`config.mk`:
```
export PLATFORM = sky130hd
export DESIGN_NAME = usb_chan_engine
export DESIGN_NICKNAME = d
export VERILOG_FILES = /design/src/rtl/usb_chan_pkg.sv /design/src/rtl/usb_chan_engine.sv
export VERILOG_INCLUDE_DIRS = /design/src /design/src/rtl
export SDC_FILE = /design/constraint.sdc
export NUM_CORES = 1
export LEC_CHECK = 0
export BUFFER_PORTS_ARGS = -buffer_cell sky130_fd_sc_hd__clkbuf_2
export CAP_MARGIN = 40
export CORE_MARGIN = 4
export CORE_UTILIZATION = 59
export CTS_CLUSTER_DIAMETER = 120
export DETAILED_ROUTE_END_ITERATION = 8
export PLACE_DENSITY_LB_ADDON = 0.12
export SETUP_SLACK_MARGIN = 0.5
export SYNTH_ARGS = -nofsm -noshare
export SYNTH_HDL_FRONTEND = slang
export SYNTH_SLANG_ARGS = --single-unit
```
`constraint.sdc`:
```
create_clock -name clock -period 11.3 [get_ports clock]
set_input_delay 1.13 -clock clock [delete_from_list [all_inputs] [get_ports clock]]
set_output_delay 1.13 -clock clock [all_outputs]
set_load 0.05 [all_outputs]
```
`src/rtl/usb_chan_map.svh`:
```
`ifndef USB_CHAN_MAP_SVH
`define USB_CHAN_MAP_SVH
// Register byte offsets
`define REG_CONFIG 12'h000
`define REG_MAXPKT 12'h004
`define REG_TOTAL 12'h008
`define REG_EVENTS 12'h00C
`define REG_RESULT 12'h010
// Configuration field positions
`define CFG_EXEC 0
`define CFG_KIND_LO 1
`define CFG_KIND_HI 2
`define CFG_DIR 3
// Event flag positions
`define EV_OK 0
`define EV_ERR 1
`define EV_HALT 2
// Transfer kinds
`define KIND_BULK 2'h0
`define KIND_INTR 2'h1
`define KIND_ISO 2'h2
// Result codes
`define RC_NONE 3'h0
`define RC_STALL 3'h1
`define RC_RETRY 3'h2
`define RC_SHORT 3'h3
`define RC_BABBLE 3'h4
`define RC_STARVED 3'h5
// Link answers
`define RSP_ACK 3'h0
`define RSP_NAK 3'h1
`define RSP_STALL 3'h2
`define RSP_FAULT 3'h3
`define RSP_DATA 3'h4
`define RSP_TOGGLE 3'h5
// Retry count at which the next fault in a row halts the transfer
`define RETRY_LAST 2'h2
// Reset values
`define MAXPKT_RST 11'h040
`endif

```
`src/rtl/usb_chan_pkg.sv`:
```
package usb_chan_pkg;
    // Engine states
    typedef enum logic {ST_IDLE, ST_WAIT} state_t;
endpackage

```
`src/rtl/usb_chan_engine.sv`:
```
// How it works
// - Bulk OUT checks FIFO data, frame time first
// - Bulk-only channel always bulk, no kind field
// - OUT packet is min of max, remaining
// - OUT ACK sets ok flag, frees FIFO
// - OUT NAK keeps FIFO, same transaction repeats
// - OUT STALL clears execute, STALL code, halted
// - OUT no handshake: retry code, error flag
// - Periodic OUT also checks token period
// - Interrupt OUT handled like bulk OUT, but also waits for token period
// - Iso OUT ok and free after send
// - Iso OUT starved: skip, error, starved code
// - Bulk IN checks FIFO space, frame time
// - IN expected length is min of both
// - Full IN packet: ACK, ok flag, commit
// - Short IN: ACK, halt, short code, commit
// - IN NAK: no flag, FIFO unchanged
// - IN STALL: clear execute, STALL, halted
// - Babble: no handshake, halt, babble, discard
// - Toggle mismatch: ACK, retry code, discard
// - IN link errors: no handshake, retry code
// - Third retry fault in row halts
// - OUT token then data, endpoint answers
`timescale 1ns/1ps
`include "usb_chan_map.svh"
module usb_chan_engine #(
    parameter bit BULK_ONLY = 1'b0
) (
    // Clock and reset
    input wire logic clock,
    input wire logic rstn,
    // APB slave
    input wire logic psel,
    input wire logic penable,
    input wire logic pwrite,
    input wire logic [11:0] paddr,
    input wire logic [31:0] pwdata,
    output logic [31:0] prdata,
    output logic pready,
    output logic pslverr,
    // Scheduler and frame timing
    input wire logic chanSel,
    input wire logic intervalDue,
    input wire logic frameRoom,
    // FIFO occupancy and updates
    input wire logic [15:0] fifoValid,
    input wire logic [15:0] fifoFree,
    output logic fifoRelease,
    output logic fifoCommit,
    output logic [10:0] fifoLen,
    // Packet layer
    output logic tokReq,
    output logic tokIn,
    output logic [10:0] tokLen,
    input wire logic linkDone,
    input wire logic [2:0] linkResp,
    input wire logic [10:0] rxLen,
    output logic hsAck,
    // Engine status
    output logic busy
);

    ////////////////////////////////////////////////////////////////////
    // Registers
    logic exec_q, exec_d; // Execute transfer bit
    logic [1:0] kind_q; // Transfer kind field
    logic dir_q; // Direction, high for IN
    logic [10:0] maxPkt_q; // Maximum packet length
    logic [31:0] total_q, total_d; // Remaining transfer length
    logic [2:0] flags_q, flags_d; // Channel event flags
    logic [2:0] result_q, result_d; // Transaction result code
    logic [1:0] retry_q, retry_d; // Consecutive retry faults
    usb_chan_pkg::state_t state_q, state_d;
    logic [31:0] rdata_q;
    logic tokReq_q, hsAck_q, rel_q, com_q;
    logic [10:0] len_q, fLen_q;

    ////////////////////////////////////////////////////////////////////
    // Bus decode
    wire wrEn = psel && penable && pwrite;
    wire setup = psel && !penable;
    wire selCfg = paddr == `REG_CONFIG;
    wire selMax = paddr == `REG_MAXPKT;
    wire selTot = paddr == `REG_TOTAL;
    wire selEv = paddr == `REG_EVENTS;
    wire selRes = paddr == `REG_RESULT;
    wire mapped = selCfg || selMax || selTot || selEv || selRes;
    wire wrCfg = wrEn && selCfg;
    wire [2:0] evClr = (wrEn && selEv) ? pwdata[2:0] : 3'h0;

    wire [1:0] kind = BULK_ONLY ? `KIND_BULK : kind_q;
    wire isIso = kind == `KIND_ISO;
    wire [1:0] kindRd = BULK_ONLY ? 2'h0 : kind_q;
    wire [31:0] cfgRd = {28'h0, dir_q, kindRd, exec_q};
    wire [31:0] rdMux = selCfg ? cfgRd :
                        selMax ? {21'h0, maxPkt_q} :
                        selTot ? total_q :
                        selEv ? {29'h0, flags_q} :
                        selRes ? {29'h0, result_q} : 32'h0;

    ////////////////////////////////////////////////////////////////////
    // Launch checks
    // packet length is smaller value
    wire totSmall = total_q < {21'h0, maxPkt_q};
    wire [10:0] pktLen = totSmall ? total_q[10:0] : maxPkt_q;
    wire dataOk = fifoValid >= {5'h0, pktLen};
    wire spaceOk = fifoFree >= {5'h0, pktLen};
    // periodic kinds wait for token period
    wire periodOk = (kind == `KIND_BULK) || intervalDue;
    wire tryNow = state_q == usb_chan_pkg::ST_IDLE && chanSel && exec_q;
    // FIFO and frame time gate launch
    wire bufOk = dir_q ? spaceOk : dataOk;
    wire launch = tryNow && frameRoom && periodOk && bufOk;
    // iso OUT short of data is skipped
    wire starve = tryNow && frameRoom && periodOk && !dir_q && isIso &&
                  !dataOk;

    ////////////////////////////////////////////////////////////////////
    // Completion decode
    wire fin = state_q == usb_chan_pkg::ST_WAIT && linkDone;
    wire outFin = fin && !dir_q;
    wire inFin = fin && dir_q;
    wire rAck = linkResp == `RSP_ACK;
    wire rNak = linkResp == `RSP_NAK;
    wire rStall = linkResp == `RSP_STALL;
    wire rData = linkResp == `RSP_DATA;
    wire rTog = linkResp == `RSP_TOGGLE;
    // iso OUT done once data is sent
    wire isoDone = outFin && isIso;
    // OUT ACK frees the sent bytes
    wire outOk = outFin && !isIso && rAck;
    // NAK leaves everything for a repeat
    wire outStall = outFin && !isIso && rStall;
    // anything else is a retry fault
    wire outFault = outFin && !isIso && !rAck && !rNak && !rStall;
    wire inLong = rxLen > len_q;
    wire inShortL = rxLen < len_q;
    wire inOk = inFin && rData && !inLong && !inShortL;
    wire inShort = inFin && rData && inShortL;
    wire inBabble = inFin && rData && inLong;
    wire inStall = inFin && rStall;
    wire inTog = inFin && rTog;
    wire inFault = inFin && !rData && !rStall && !rTog && !rNak;
    wire doOk = isoDone || outOk || inOk;
    wire doRetry = outFault || inTog || inFault;
    // third fault in a row halts
    wire retryHit = doRetry && retry_q == `RETRY_LAST;
    wire doStall = outStall || inStall;
    wire doHalt = doStall || inShort || inBabble || retryHit;
    wire newGo = wrCfg && pwdata[`CFG_EXEC] && !exec_q;
    wire [10:0] doneLen = dir_q ? rxLen : len_q;
    wire moved = doOk || inShort;

    ////////////////////////////////////////////////////////////////////
    // Next-state logic
    always_comb begin
        state_d = state_q;
        if (launch) begin
            state_d = usb_chan_pkg::ST_WAIT;
        end else if (fin) begin
            state_d = usb_chan_pkg::ST_IDLE;
        end
        // Software write first, hardware clear overrides
        exec_d = wrCfg ? pwdata[`CFG_EXEC] : exec_q;
        if (doHalt) begin
            exec_d = 1'b0;
        end
        total_d = total_q;
        if (wrEn && selTot) begin
            total_d = pwdata;
        end else if (moved) begin
            total_d = total_q - {21'h0, doneLen};
        end
        // Set wins over a clearing write
        flags_d = flags_q & ~evClr;
        if (doOk) begin
            flags_d[`EV_OK] = 1'b1;
        end
        if (doRetry || starve) begin
            flags_d[`EV_ERR] = 1'b1;
        end
        if (doHalt) begin
            flags_d[`EV_HALT] = 1'b1;
        end
        result_d = result_q;
        if (doStall) begin
            result_d = `RC_STALL;
        end else if (inShort) begin
            result_d = `RC_SHORT;
        end else if (inBabble) begin
            result_d = `RC_BABBLE;
        end else if (doRetry) begin
            result_d = `RC_RETRY;
        end else if (starve) begin
            result_d = `RC_STARVED;
        end
        // retry count clears on success or start
        retry_d = retry_q;
        if (newGo || moved || retryHit) begin
            retry_d = 2'h0;
        end else if (doRetry) begin
            retry_d = retry_q + 2'h1;
        end
    end

    ////////////////////////////////////////////////////////////////////
    // Control registers
    always_ff @(posedge clock) begin
        if (!rstn) begin
            state_q <= usb_chan_pkg::ST_IDLE;
            exec_q <= 1'b0;
            kind_q <= `KIND_BULK;
            dir_q <= 1'b0;
            maxPkt_q <= `MAXPKT_RST;
            total_q <= 32'h0;
            flags_q <= 3'h0;
            result_q <= `RC_NONE;
            retry_q <= 2'h0;
        end else begin
            state_q <= state_d;
            exec_q <= exec_d;
            if (wrCfg) begin
                kind_q <= pwdata[`CFG_KIND_HI:`CFG_KIND_LO];
                dir_q <= pwdata[`CFG_DIR];
            end
            if (wrEn && selMax) begin
                maxPkt_q <= pwdata[10:0];
            end
            total_q <= total_d;
            flags_q <= flags_d;
            result_q <= result_d;
            retry_q <= retry_d;
        end
    end

    // Read data captured in the setup cycle
    always_ff @(posedge clock) begin
        if (!rstn) begin
            rdata_q <= 32'h0;
        end else if (setup) begin
            rdata_q <= rdMux;
        end
    end

    ////////////////////////////////////////////////////////////////////
    // Link and FIFO strobes
    always_ff @(posedge clock) begin
        if (!rstn) begin
            tokReq_q <= 1'b0;
            hsAck_q <= 1'b0;
            rel_q <= 1'b0;
            com_q <= 1'b0;
            len_q <= 11'h0;
            fLen_q <= 11'h0;
        end else begin
            tokReq_q <= launch;
            if (launch) begin
                len_q <= pktLen;
            end
            hsAck_q <= inOk || inShort || inTog;
            rel_q <= isoDone || outOk;
            com_q <= inOk || inShort;
            if (moved) begin
                fLen_q <= doneLen;
            end
        end
    end

    assign prdata = rdata_q;
    assign pready = 1'b1;
    assign pslverr = psel && penable && !mapped;
    assign tokReq = tokReq_q;
    assign tokIn = dir_q;
    assign tokLen = len_q;
    assign hsAck = hsAck_q;
    assign fifoRelease = rel_q;
    assign fifoCommit = com_q;
    assign fifoLen = fLen_q;
    assign busy = state_q == usb_chan_pkg::ST_WAIT;
endmodule

```
**Yosys cells after proc, flatten, opt, wreduce, memory -nomap -nowiden**

Cells that the tools add are included.

- Flip-flop bits (word level): 114
- Bits of input ports: 99
- Output and inout port bits: 62
- Word-level logic and storage cells: 144

- Add/sub/neg operators: 2
- Order comparisons: 5
- Equal/unequal tests: 10
- Muxes and demuxes: 21
- Bitwise gates (word level): 4
- Reduce and logical (&&, ||, !) cells: 84

Operator list:

| kind | number |
|---|---|
| two-way mux 32 bit | 5 |
| logical AND 1 bit | 40 |
| >= comparator 16 x 11 -> 1 bit | 2 |
| < comparator 32 x 11 -> 1 bit | 1 |
| subtractor 32 x 11 -> 32 bit | 1 |
| == test 12 x 4 -> 1 bit (second input constant) | 2 |
| two-way mux 11 bit | 2 |
| logical OR 1 bit | 19 |
| two-way mux 3 bit | 6 |
| logical NOT 1 bit | 13 |
| == test 12 x 3 -> 1 bit (second input constant) | 1 |
| == test 12 x 5 -> 1 bit (second input constant) | 1 |
| logical NOT 12 bit | 1 |
| greater-than comparator 11 bit | 1 |
| < comparator 11 bit | 1 |
| two-way mux 1 bit | 7 |
| == test 3 bit (second input constant) | 2 |
| OR reduction 2 bit | 3 |
| nonzero test 5 bit | 1 |
| == test 2 bit (second input constant) | 2 |
| nonzero test 2 bit | 2 |
| nonzero test 4 bit | 1 |
| AND 3 bit | 1 |
| == test 3 x 1 -> 1 bit (second input constant) | 1 |
| other kinds (9) | 10 |

**Depth between registers and ports, before layout**

Gate-level depths: netlist of the first run.

- Depth after elaboration: 13
- Gate-level depth with buffers: 18
- Mapped depth without buffers: 15

**Least setup slack after synthesis of the first run**

Ideal clock, no wire load.

- Path type: register -> register
- From: register maxPkt_q[1]
- To: register len_q[4] (netlist: tokLen[4])
- Library setup time: 0.121 ns
- Data arrival time: 4.393 ns
- Data required time: 11.179 ns
- Setup slack: 6.786 ns
- Stages on the path, launching flop included: 17
- Buffers on the path: 3
- Period minus slack after synthesis: 4.514 ns
- Cells stage by stage: dfxtp_1 inv_1 ha_1 a2111o_1 a311oi_1 and3_1 clkbuf_1 buf_2 mux2i_1 ha_1 and4_1 nand4_1 or4b_2 o211a_1 a211oi_4 buf_8 mux2_4

- Word-level cells in the longest chain between the ends: 5
- Elaborated cells between the ends (all ways): 6
- Those cells by class: 3 x order compare; 2 x mux; 1 x reduce/logical

Ends and longest elaborated chain:

| what | RTL line | text |
|---|---|---|
| start: declaration | usb_chan_engine.sv:68 | `logic [10:0] maxPkt_q;` |
| start signal: assignment | usb_chan_engine.sv:214 | `` maxPkt_q <= `MAXPKT_RST; `` |
| start signal: assignment | usb_chan_engine.sv:227 | `maxPkt_q <= pwdata[10:0];` |
| < comparator 32 x 11 -> 1 bit | usb_chan_engine.sv:104 | `wire totSmall = total_q < {21'h0, maxPkt_q};` |
| two-way mux 11 bit (*) | usb_chan_engine.sv:105 | `wire [10:0] pktLen = totSmall ? total_q[10:0] : maxPkt_q;` |
| >= comparator 16 x 11 -> 1 bit, on equally long branches | usb_chan_engine.sv:106, usb_chan_engine.sv:107 |  |
| two-way mux 1 bit | usb_chan_engine.sv:112 | `wire bufOk = dir_q ? spaceOk : dataOk;` |
| logical AND 1 bit | usb_chan_engine.sv:113 | `wire launch = tryNow && frameRoom && periodOk && bufOk;` |
| end signal: assignment | usb_chan_engine.sv:258 | `len_q <= pktLen;` |
| end: declaration | usb_chan_engine.sv:76 | `logic [10:0] len_q, fLen_q;` |

Mark *: on every way between the ends. The rest lies on a longest branch, timed or not.
A chain may end at the register's enable or synchronous reset.

**Final worst setup path of the first run**

- From: register maxPkt_q[1]
- To: register len_q[3] (netlist: tokLen[3])

The elaborated chain is that of the path after synthesis.

==> results.sh, run 1 <==
export IMPL_status="complete, no violations"
export IMPL_top_level_ports=161
export IMPL_cp_cell_sequence="inv_1 -> ha_1 -> a2111o_1 -> a311oi_1 -> and3_1 -> mux2i_1 -> ha_1 -> nand3_1 -> nor4_2 -> nand4b_1 -> or4b_1 -> o211a_2 -> a211oi_4 -> mux2_2"
export IMPL_grt_usage_pct=31.10
export IMPL_skew_ns=0.006239
export IMPL_antenna_found_initial=0
export IMPL_initial_core_util_pct=60.48
export IMPL_synthCells=844
export IMPL_io_buffers=159
export IMPL_power_internal_uw=789.7
export IMPL_crit_arrival_ns=5.81
export IMPL_finish_utilization_pct=73.52
export IMPL_cts_root_buf="clkbuf_16"
export IMPL_period_needed_ns=5.504
export IMPL_area_delta_synth_final_pct=21.56
export IMPL_rsz0062_at_grt="no"
export IMPL_clock_power_share_pct=53.9
export IMPL_crit_top_cell="ha_1"
export IMPL_die_y_microns=116.2
export IMPL_die_area_sq_um=13500
export IMPL_path_max_fanout=14
export IMPL_cp_top_family="simple AND/OR/NAND/NOR gates"
export IMPL_syn_area_sq_um=6905
export IMPL_vias=7002
export IMPL_setup_violations=0
export IMPL_setup_worst_path_end_class="flop"
export IMPL_cts_hold_buffers=0
export IMPL_drtPass1Iterations=6
export IMPL_worst_ir_drop_vdd_v=0.0001053
export IMPL_crit_start="maxPkt_q[1]$_SDFFE_PN0P_"
export IMPL_synth_ff_type="dfxtp_1"
export IMPL_cp_slowest_cell="a211oi_4"
export IMPL_power_density_nw_per_um2=123.3
export IMPL_synth_edff_count=0
export IMPL_worst_hold_path_num_cells=2
export IMPL_ys_types=67
export IMPL_timing_rr_start="maxPkt_q[1]$_SDFFE_PN0P_"
export IMPL_slew_viol_final=0
export IMPL_grt_pass1_wl_mm=32.60
export IMPL_crit_type="flop to flop"
export IMPL_syn_area_per_cell_sq_um=8.182
export IMPL_tns_ns=0
export IMPL_pwr_share_seq_pct=39.2
export IMPL_yosysWarnings=0
export IMPL_drcViolationCount=0
export IMPL_diodes=0
export IMPL_holdCritPathClass="flop to flop"
export IMPL_required_ns=11.61
export IMPL_clk_latency_ns=0.42
export IMPL_r2r_cells=14
export IMPL_dp_cells=1103
export IMPL_routed_wl_mm=20.77
export IMPL_rows=39
export IMPL_stdcell_count=1135
export IMPL_power_switching_uw=245.3
export IMPL_fmax_ghz=0.1817
export IMPL_gp_congestion=0.9243
export IMPL_nets=1132
export IMPL_finalCritPeriodShare_pct=48.71
export IMPL_synth_seq_area_share_pct=33.05
export IMPL_yosysMostFrequentCell="dfxtp_1"
export IMPL_wire_per_inst_microns=18.30
export IMPL_fp_dieW_microns=116.2
export IMPL_worstHoldStart="prdata[31]$_SDFFE_PN0P_"
export IMPL_finalPower_mw=1.035
export IMPL_grt_overflow=0
export IMPL_cp_num_buf_inv=1
export IMPL_cts_setup_buffers=0
export IMPL_drt_initial_drc_count=508
export IMPL_cts_buffer_depth=2
export IMPL_synthArstFlopShare_pct=0
export IMPL_yosys_top_cells_area="dfxtp_1, ha_1, nand2_1"
export IMPL_avgViaCountPerCell=6.169
export IMPL_hpwlAfterDp_mm=15.06
export IMPL_ys_seq_elements=114
export IMPL_yosys_area_top_type="dfxtp_1"
export IMPL_p_sw_share_pct=23.70
export IMPL_coreArea_sq_um=11420
export IMPL_synthTopCellsByCount="dfxtp_1, nand2_1, nor2_1"
export IMPL_crit_path_max_incr_delay_ns=0.74
export IMPL_drive_gt1_share_pct=23.69
export IMPL_startpoint_type="flop"
export IMPL_p_leak_nw=3.428
export IMPL_cts_inserted_buffers=17
export IMPL_ant_nets=0
export IMPL_hold_violations=0
export IMPL_clock_sinks=114
export IMPL_worstMarginPinSlew_ns=0.8734
export IMPL_ctsResizeCount=0
export IMPL_p_comb_share_pct=7.0
export IMPL_syn_nets=997
export IMPL_cap_violations=0
export IMPL_relSlewSlack_pct=41.59
export IMPL_synth_top_area_share_pct=33.05
export IMPL_grt_pass1_vias=6473
export IMPL_grt_max_degree=54
export IMPL_cts_tree="done"
export IMPL_cts_htree_levels=4
export IMPL_path_clk_slew_ns=0.05
export IMPL_worst_path_stages=14
[final timing paths]
check	to	slack [ns]
min reg2reg	prdata[31]$_SDFFE_PN0P_	0.45
max	tokLen[3]$_SDFFE_PN0P_	5.80
min	prdata[31]$_SDFFE_PN0P_	0.45
max reg2reg	tokLen[3]$_SDFFE_PN0P_	5.80
[kinds of logic after synthesis]
kind of cell	share of synthesized area [%]
flops	33.05
mux	6.523
compound gates	22.29
xor+xnor	0.3806
buf+inv	5.182
other cells	0.05431
fa+ha+maj	9.893
simple gates	22.63
[per-stage QoR]
stage          hold WS [ns]  worst slack (ns)  area, sq um
2_1_floorplan        0.4513             6.786         6905
5_1_grt              0.4721             5.501         8394
3_5_place_dp         0.4438             5.917         7782
4_1_cts              0.4535             5.889         8394
3_3_place_gp         0.4409             6.116         7725
6_report             0.4496             5.796         8394
[sequential cells by signal (all words and copies together) (netlist names), 2 cells and up]
register / count
kind: 2
total_q: 32
fifoLen: 11
prdata: 32
result_q: 3
tokLen: 11
retry_q: 2
flags_q: 3
maxPkt_q: 11
[power by group through the flow]
stage / clock [mW] / sequential [mW] / combinational (mW)
after detailed placement: 0 / 0.414 / 0.0706
final: 0.558 / 0.405 / 0.0719
after floorplan: 0 / 0.421 / 0.0320
after global routing: 0.578 / 0.405 / 0.0790
after global placement: 0 / 0.414 / 0.0699
after CTS: 0.559 / 0.405 / 0.0714
[layout by cell type, fill, tap and decap left out, drive strengths merged, types with 17 or more instances in the layout]
| cell | netlist | routed |
|---|---|---|
| a211oi | 19 | 19 |
| a21oi | 56 | 56 |
| a31oi | 26 | 26 |
| clkbuf | 46 | 179 |
| dfxtp | 114 | 114 |
| ha | 53 | 53 |
| inv | 39 | 41 |
| mux2i | 27 | 27 |
| nand2 | 80 | 80 |
| nand3 | 36 | 36 |
| nor2 | 65 | 65 |
| nor3 | 28 | 28 |
| o21ai | 51 | 51 |
| or3 | 18 | 18 |
| or4 | 17 | 17 |
[worst min-delay path: cells and delay by family, from the launching register on]
| kind | cells | cell delay (ns) |
|---|---|---|
| flip-flops | 1 | 0.31 |
| AO/OA/AOI/OAI | 1 | 0.05 |
| AND/OR/NAND/NOR | 1 | 0.05 |
[cell type report]
| type | instances | area [sq um] |
|---|---|---|
| well taps | 143 | 178.9 |
| repair buffers | 168 | 890.9 |
| fillers | 927 | 3024 |
| flip-flops and latches | 114 | 2282 |
| inverters | 39 | 146.4 |
| multi-input cells | 639 | 4284 |
| clock inverters | 12 | 155.1 |
| clock buffers | 20 | 456.7 |
[metal layers]
layer | track usage, % | part of all wire, %
met1 | 39.83 | 40
met2 | 51.59 | 47
met3 | 6.788 | 9.5
met4 | 11.60 | 2.8
met5 | 0 | 0
No activity file was read; power rests on OpenSTA's default activity.
==> run 2, diff against run 1 <==
--- a/config.mk
+++ b/config.mk
@@ -9,7 +9,7 @@
 export BUFFER_PORTS_ARGS = -buffer_cell sky130_fd_sc_hd__clkbuf_2
 export CAP_MARGIN = 40
 export CORE_MARGIN = 4
-export CORE_UTILIZATION = 59
+export CORE_UTILIZATION = 49
 export CTS_CLUSTER_DIAMETER = 120
 export DETAILED_ROUTE_END_ITERATION = 8
 export PLACE_DENSITY_LB_ADDON = 0.12
==> constraint.sdc (replaced) <==
create_clock -name clock -period 4.47 [get_ports clock]
set_input_delay 0.447 -clock clock [delete_from_list [all_inputs] [get_ports clock]]
set_output_delay 0.447 -clock clock [all_outputs]
set_load 0.05 [all_outputs]
==> results.sh, run 2 (synthesis results as in run 1) <==
export IMPL_reg2reg_to="tokLen[10]$_SDFFE_PN0P_"
export IMPL_finalPower_mw=2.548
export IMPL_grt_max_degree=49
export IMPL_finish_utilization_pct=67.66
export IMPL_period_needed_ns=4.475
export IMPL_cp_num_buf_inv=5
export IMPL_dp_cells=1175
export IMPL_met3_wirelength_mm=1.744
export IMPL_initial_core_util_pct=49.94
export IMPL_setup_slack_ns=-0.004727
export IMPL_hold_violations=0
export IMPL_wire_per_inst_microns=18.31
export IMPL_finalCritPeriodShare_pct=100.1
export IMPL_io_buffers=159
export IMPL_power_density_nw_per_um2=272.3
export IMPL_crit_path_end="tokLen[10]$_SDFFE_PN0P_"
export IMPL_fillers=1135
export IMPL_clk_latency_ns=0.42
export IMPL_grt_pass1_vias=6923
export IMPL_vias=7339
export IMPL_slew_viol_final=0
export IMPL_drive_gt1_share_pct=32.39
export IMPL_worstHoldStart="pwdata[9]"
export IMPL_layout_common_cells="clkbuf_2, dfxtp_1, nand2_1, buf_4, nor2_1"
export IMPL_status="finished, violations left"
export IMPL_drt_initial_drc_count=537
export IMPL_path_clk_slew_ns=0.06
export IMPL_crit_arrival_ns=4.78
export IMPL_fmax_ghz=0.2235
export IMPL_avgViaCountPerCell=5.909
export IMPL_antenna_found_initial=0
export IMPL_ant_nets=0
export IMPL_r2r_cells=17
export IMPL_wl_met2_mm=10.83
export IMPL_die_y_microns=126.7
export IMPL_drtPass1Iterations=6
export IMPL_stdcell_count=1242
export IMPL_crit_path_max_incr_delay_ns=0.56
export IMPL_cp_cell_sequence="inv_2 -> ha_4 -> a2111o_1 -> a311oi_2 -> and3_4 -> buf_12 -> mux2i_4 -> buf_6 -> ha_4 -> and4_4 -> nand4_1 -> or4b_4 -> o211a_4 -> a211oi_4 -> buf_4 -> buf_12 -> mux2_4"
export IMPL_area_delta_synth_final_pct=35.48
export IMPL_cts_buffer_depth=2
export IMPL_rsz0062_at_grt="yes"
export IMPL_p_leak_nw=3.787
export IMPL_rows=43
export IMPL_timing_rr_start="maxPkt_q[1]$_SDFFE_PN0P_"
export IMPL_dr_max_layer_used="met4"
export IMPL_grt_usage_pct=27.22
export IMPL_cts_inserted_buffers=17
export IMPL_nets=1203
export IMPL_crit_start="maxPkt_q[1]$_SDFFE_PN0P_"
export IMPL_fp_dieW_microns=126.7
export IMPL_failed_checks="setup timing"
export IMPL_final_common_cell="clkbuf_2"
export IMPL_hpwlAfterDp_mm=16.11
export IMPL_cp_top_family="compound AO/OA/AOI/OAI gates"
export IMPL_worst_path_stages=17
export IMPL_diodes=0
export IMPL_crit_type="flop to flop"
export IMPL_gp_congestion=0.8747
export IMPL_cts_tree="done"
export IMPL_top_level_ports=161
export IMPL_coreArea_sq_um=13830
export IMPL_cts_htree_levels=4
export IMPL_path_max_fanout=5
export IMPL_routed_wl_mm=22.75
export IMPL_worstMarginPinSlew_ns=0.8894
export IMPL_grt_overflow=0
export IMPL_worst_ir_drop_vdd_v=0.0002468
export IMPL_cts_root_buf="clkbuf_16"
export IMPL_startpoint_type="flop"
export IMPL_met1_length_mm=9.588
export IMPL_die_area_sq_um=16060
export IMPL_setup_violations=7
export IMPL_cp_slowest_cell="or4b_4"
export IMPL_holdCritPathClass="input pin to flop"
export IMPL_r2r_slack_ns=-0.005
export IMPL_skew_ns=0.007131
export IMPL_clock_sinks=114
export IMPL_relSlewSlack_pct=40.38
export IMPL_required_ns=4.77
export IMPL_grt_pass1_wl_mm=35.01
export IMPL_cap_violations=0
export IMPL_drcViolationCount=0
export IMPL_setup_worst_path_end_class="flop"
-- run 2: cell count changes in the layout (fill, tap and decap cells not counted), sizes merged --
| cell | change |
|---|---|
| clkinv | +1 |
| clkinvlp | +3 |
| bufinv | -1 |
| inv | -2 |
| buf | +71 |
| clkbuf | -2 |
-- run 2: stage by stage --
stage | setup WS (ns) | cell area, sq um | hold slack (ns) | setup TNS [ns]
final | -0.004727 | 9355 | 0.2694 | -0.01719
after global routing | -0.1748 | 9355 | 0.2748 | -1.698
after CTS | 0.1815 | 9123 | 0.2622 | 0
after detailed placement | 0.04260 | 8233 | 0.4455 | 0
after global placement | 0.1398 | 8173 | 0.4394 | 0
after floorplan | 0.2442 | 7039 | 0.4450 | 0
-- run 2: worst min-delay path by stage --
stage	endpoint	depth (start not counted)
floorplan	maxPkt_q[1]$_SDFFE_PN0P_	2
global placement	prdata[25]$_SDFFE_PN0P_	2
detailed placement	prdata[29]$_SDFFE_PN0P_	2
CTS	maxPkt_q[9]$_SDFFE_PN0P_	3
global route	maxPkt_q[9]$_SDFFE_PN0P_	3
finish	maxPkt_q[9]$_SDFFE_PN0P_	3
-- run 2: final cells by class --
type                       instances  area, sq um  share of cell area, %
sequential                       114         2287                  24.45
tap                              180        225.2                  2.407
clock buffer                      18        439.2                  4.694
multi-input combinational        639         4587                  49.03
timing repair buffer             239         1531                  16.37
clock inverter                    13        138.9                  1.485
inverter                          39        146.4                  1.565
-- run 2: worst reg2reg max path: cells and delay by family, from the launching register on --
family | cells | cell delay (ns)
adders and majority gates | 2 | 0.32
DFF | 1 | 0.34
and+or+nand+nor | 4 | 1.19
AOI/OAI and AO/OA | 4 | 1.27
buffers and inverters | 5 | 0.63
muxes | 2 | 0.60
-- run 2: power breakdown --
group | total (mW) | internal, mW | switching (mW)
logic | 0.197 | 0.0772 | 0.120
registers | 1.02 | 1.02 | 0.00270
clock network | 1.33 | 0.828 | 0.498
-- run 2: metal layers --
layer,track usage (%),vias up
li1,-,3528
met1,33.97,3454
met2,46.58,310
met3,5.895,47
met4,9.211,0
met5,0,-
-- run 2: repair_timing --
item	4_1_cts	5_1_grt
setup buffers	22	12
hold endpoints to repair	0	0
gates resized for setup	19	25
pin swaps	3	15
gates cloned	2	0
hold buffers	0	0
setup endpoints to repair	17	22
==> run 3, diff against run 2 <==
--- a/config.mk
+++ b/config.mk
@@ -8,12 +8,14 @@
 export LEC_CHECK = 0
 export BUFFER_PORTS_ARGS = -buffer_cell sky130_fd_sc_hd__clkbuf_2
 export CAP_MARGIN = 40
+export CORE_ASPECT_RATIO = 0.7
 export CORE_MARGIN = 4
 export CORE_UTILIZATION = 49
 export CTS_CLUSTER_DIAMETER = 120
 export DETAILED_ROUTE_END_ITERATION = 8
 export PLACE_DENSITY_LB_ADDON = 0.12
 export SETUP_SLACK_MARGIN = 0.5
+export SKIP_LAST_GASP = 1
 export SYNTH_ARGS = -nofsm -noshare
 export SYNTH_HDL_FRONTEND = slang
 export SYNTH_SLANG_ARGS = --single-unit
==> results.sh, run 3 (synthesis results as in run 1) <==
export IMPL_status="complete, no violations"
export IMPL_cts_inserted_buffers=17
export IMPL_antenna_found_initial=0
export IMPL_cts_tree="done"
export IMPL_finalCritPeriodShare_pct=98.68
export IMPL_cts_root_buf="clkbuf_16"
export IMPL_r2r_cells=16
export IMPL_worst_hold_path_num_cells=3
export IMPL_layout_common_cells="clkbuf_2, dfxtp_1, nand2_1, nor2_1"
export IMPL_p_leak_nw=3.730
export IMPL_grt_pass1_vias=6712
export IMPL_avgViaCountPerCell=5.863
export IMPL_setup_slack_ns=0.05920
export IMPL_path_clk_slew_ns=0.06
export IMPL_relSlewSlack_pct=50.48
export IMPL_die_area_sq_um=16090
export IMPL_top_level_ports=161
export IMPL_clk_latency_ns=0.42
export IMPL_holdCritPathClass="input pin to flop"
export IMPL_hpwlAfterDp_mm=16.67
export IMPL_nets=1187
export IMPL_grt_pass1_wl_mm=35.53
export IMPL_io_buffers=159
export IMPL_final_common_cell="clkbuf_2"
export IMPL_worst_ir_drop_vdd_v=0.0002400
export IMPL_drtPass1Iterations=8
export IMPL_die_y_microns=107.3
export IMPL_period_needed_ns=4.411
export IMPL_cap_violations=0
export IMPL_initial_core_util_pct=51.20
export IMPL_worstMarginPinSlew_ns=0.7428
export IMPL_grt_overflow=0
export IMPL_skew_ns=0.01942
export IMPL_crit_type="flop to flop"
export IMPL_drcViolationCount=0
export IMPL_pre_cts_slack_ns=0.07781
export IMPL_fp_dieW_microns=149.9
export IMPL_drt_initial_drc_count=611
export IMPL_area_delta_synth_final_pct=33.16
export IMPL_wire_per_inst_microns=18.31
export IMPL_grt_usage_pct=27.93
export IMPL_clock_sinks=114
export IMPL_startpoint_type="flop"
export IMPL_fmax_ghz=0.2267
export IMPL_place_area_sq_um=8230
export IMPL_grt_max_degree=50
export IMPL_gp_congestion=0.9529
export IMPL_fillers=1176
export IMPL_setup_worst_path_end_class="flop"
export IMPL_hold_violations=0
export IMPL_setup_violations=0
export IMPL_path_max_fanout=6
export IMPL_vias=7223
export IMPL_slew_viol_final=0
export IMPL_power_density_nw_per_um2=291.9
export IMPL_required_ns=4.77
export IMPL_finish_utilization_pct=68.17
export IMPL_tns_ns=0
export IMPL_cts_htree_levels=4
export IMPL_routed_wl_mm=22.56
export IMPL_drive_gt1_share_pct=30.37
export IMPL_rows=35
export IMPL_crit_arrival_ns=4.71
export IMPL_cts_buffer_depth=2
export IMPL_rsz0062_at_grt="yes"
export IMPL_diodes=0
export IMPL_ant_nets=0
export IMPL_coreArea_sq_um=13490
export IMPL_final_area_sq_um=9195
==> run 3: power breakdown <==
| group | switching (mW) | internal [mW] | total, mW |
|---|---|---|---|
| Clock | 0.527 | 0.939 | 1.47 |
| Combinational | 0.118 | 0.0757 | 0.194 |
| Sequential | 0.00295 | 1.02 | 1.02 |
| Total | 0.648 | 2.04 | 2.68 |
==> run 3: area by class of cell <==
cell class	instances	area (sq um)	share of cell area, %
tap	185	231.5	2.517
clock buffer	17	425.4	4.626
sequential	114	2285	24.85
timing repair buffer	223	1373	14.93
clock inverter	15	206.4	2.245
inverter	39	146.4	1.592
multi-input combinational	639	4528	49.24
==> run 3: path summary, 6_finish.rpt <==
| kind | from | end | slack (ns) |
|---|---|---|---|
| hold reg to reg | prdata[28]$_SDFFE_PN0P_ | prdata[28]$_SDFFE_PN0P_ | 0.45 |
| setup / recovery | maxPkt_q[1]$_SDFFE_PN0P_ | tokLen[3]$_SDFFE_PN0P_ | 0.06 |
| setup reg to reg | maxPkt_q[1]$_SDFFE_PN0P_ | tokLen[3]$_SDFFE_PN0P_ | 0.06 |
| hold / removal | pwdata[9] | maxPkt_q[9]$_SDFFE_PN0P_ | 0.28 |
==> run 3: critical path, cell delays in order (launching register included) <==
cell and delay (ns):
dfxtp_2 0.33, inv_2 0.04, ha_4 0.22, a2111o_1 0.44
a311oi_2 0.29, and3_4 0.28, buf_12 0.16, mux2i_4 0.29
ha_1 0.20, and4_4 0.25, nand4_1 0.12, or4b_4 0.51
o211a_4 0.28, a211oi_4 0.26, buf_4 0.16, buf_12 0.11
mux2_2 0.33
==> run 3: layer usage <==
metal | vias to the layer above | GRT usage (%) | part of all wire (%)
met5 | - | 0 | 0
met4 | 0 | 6.266 | 1.4
met3 | 25 | 5.892 | 9.7
met2 | 334 | 40.89 | 42
met1 | 3350 | 41.92 | 47
li1 | 3514 | - | -
==> run 3: what timing repair did <==
item	in CTS	in global routing
gates resized for setup	24	3
buffers inserted	14	1
setup endpoints to repair	17	22
gates cloned	2	0
pin swaps	2	0
hold buffers	0	0
==> run 3: metrics by stage <==
step | hold slack (ns) | std cells | power [mW]
finish | 0.2779 | 1232 | 2.684
global route | 0.2829 | 1232 | 2.764
CTS | 0.2582 | 1230 | 2.695
detailed placement | 0.4447 | 1182 | 1.228
global placement | 0.4385 | 1179 | 1.226
floorplan | 0.4450 | 844 | 1.146
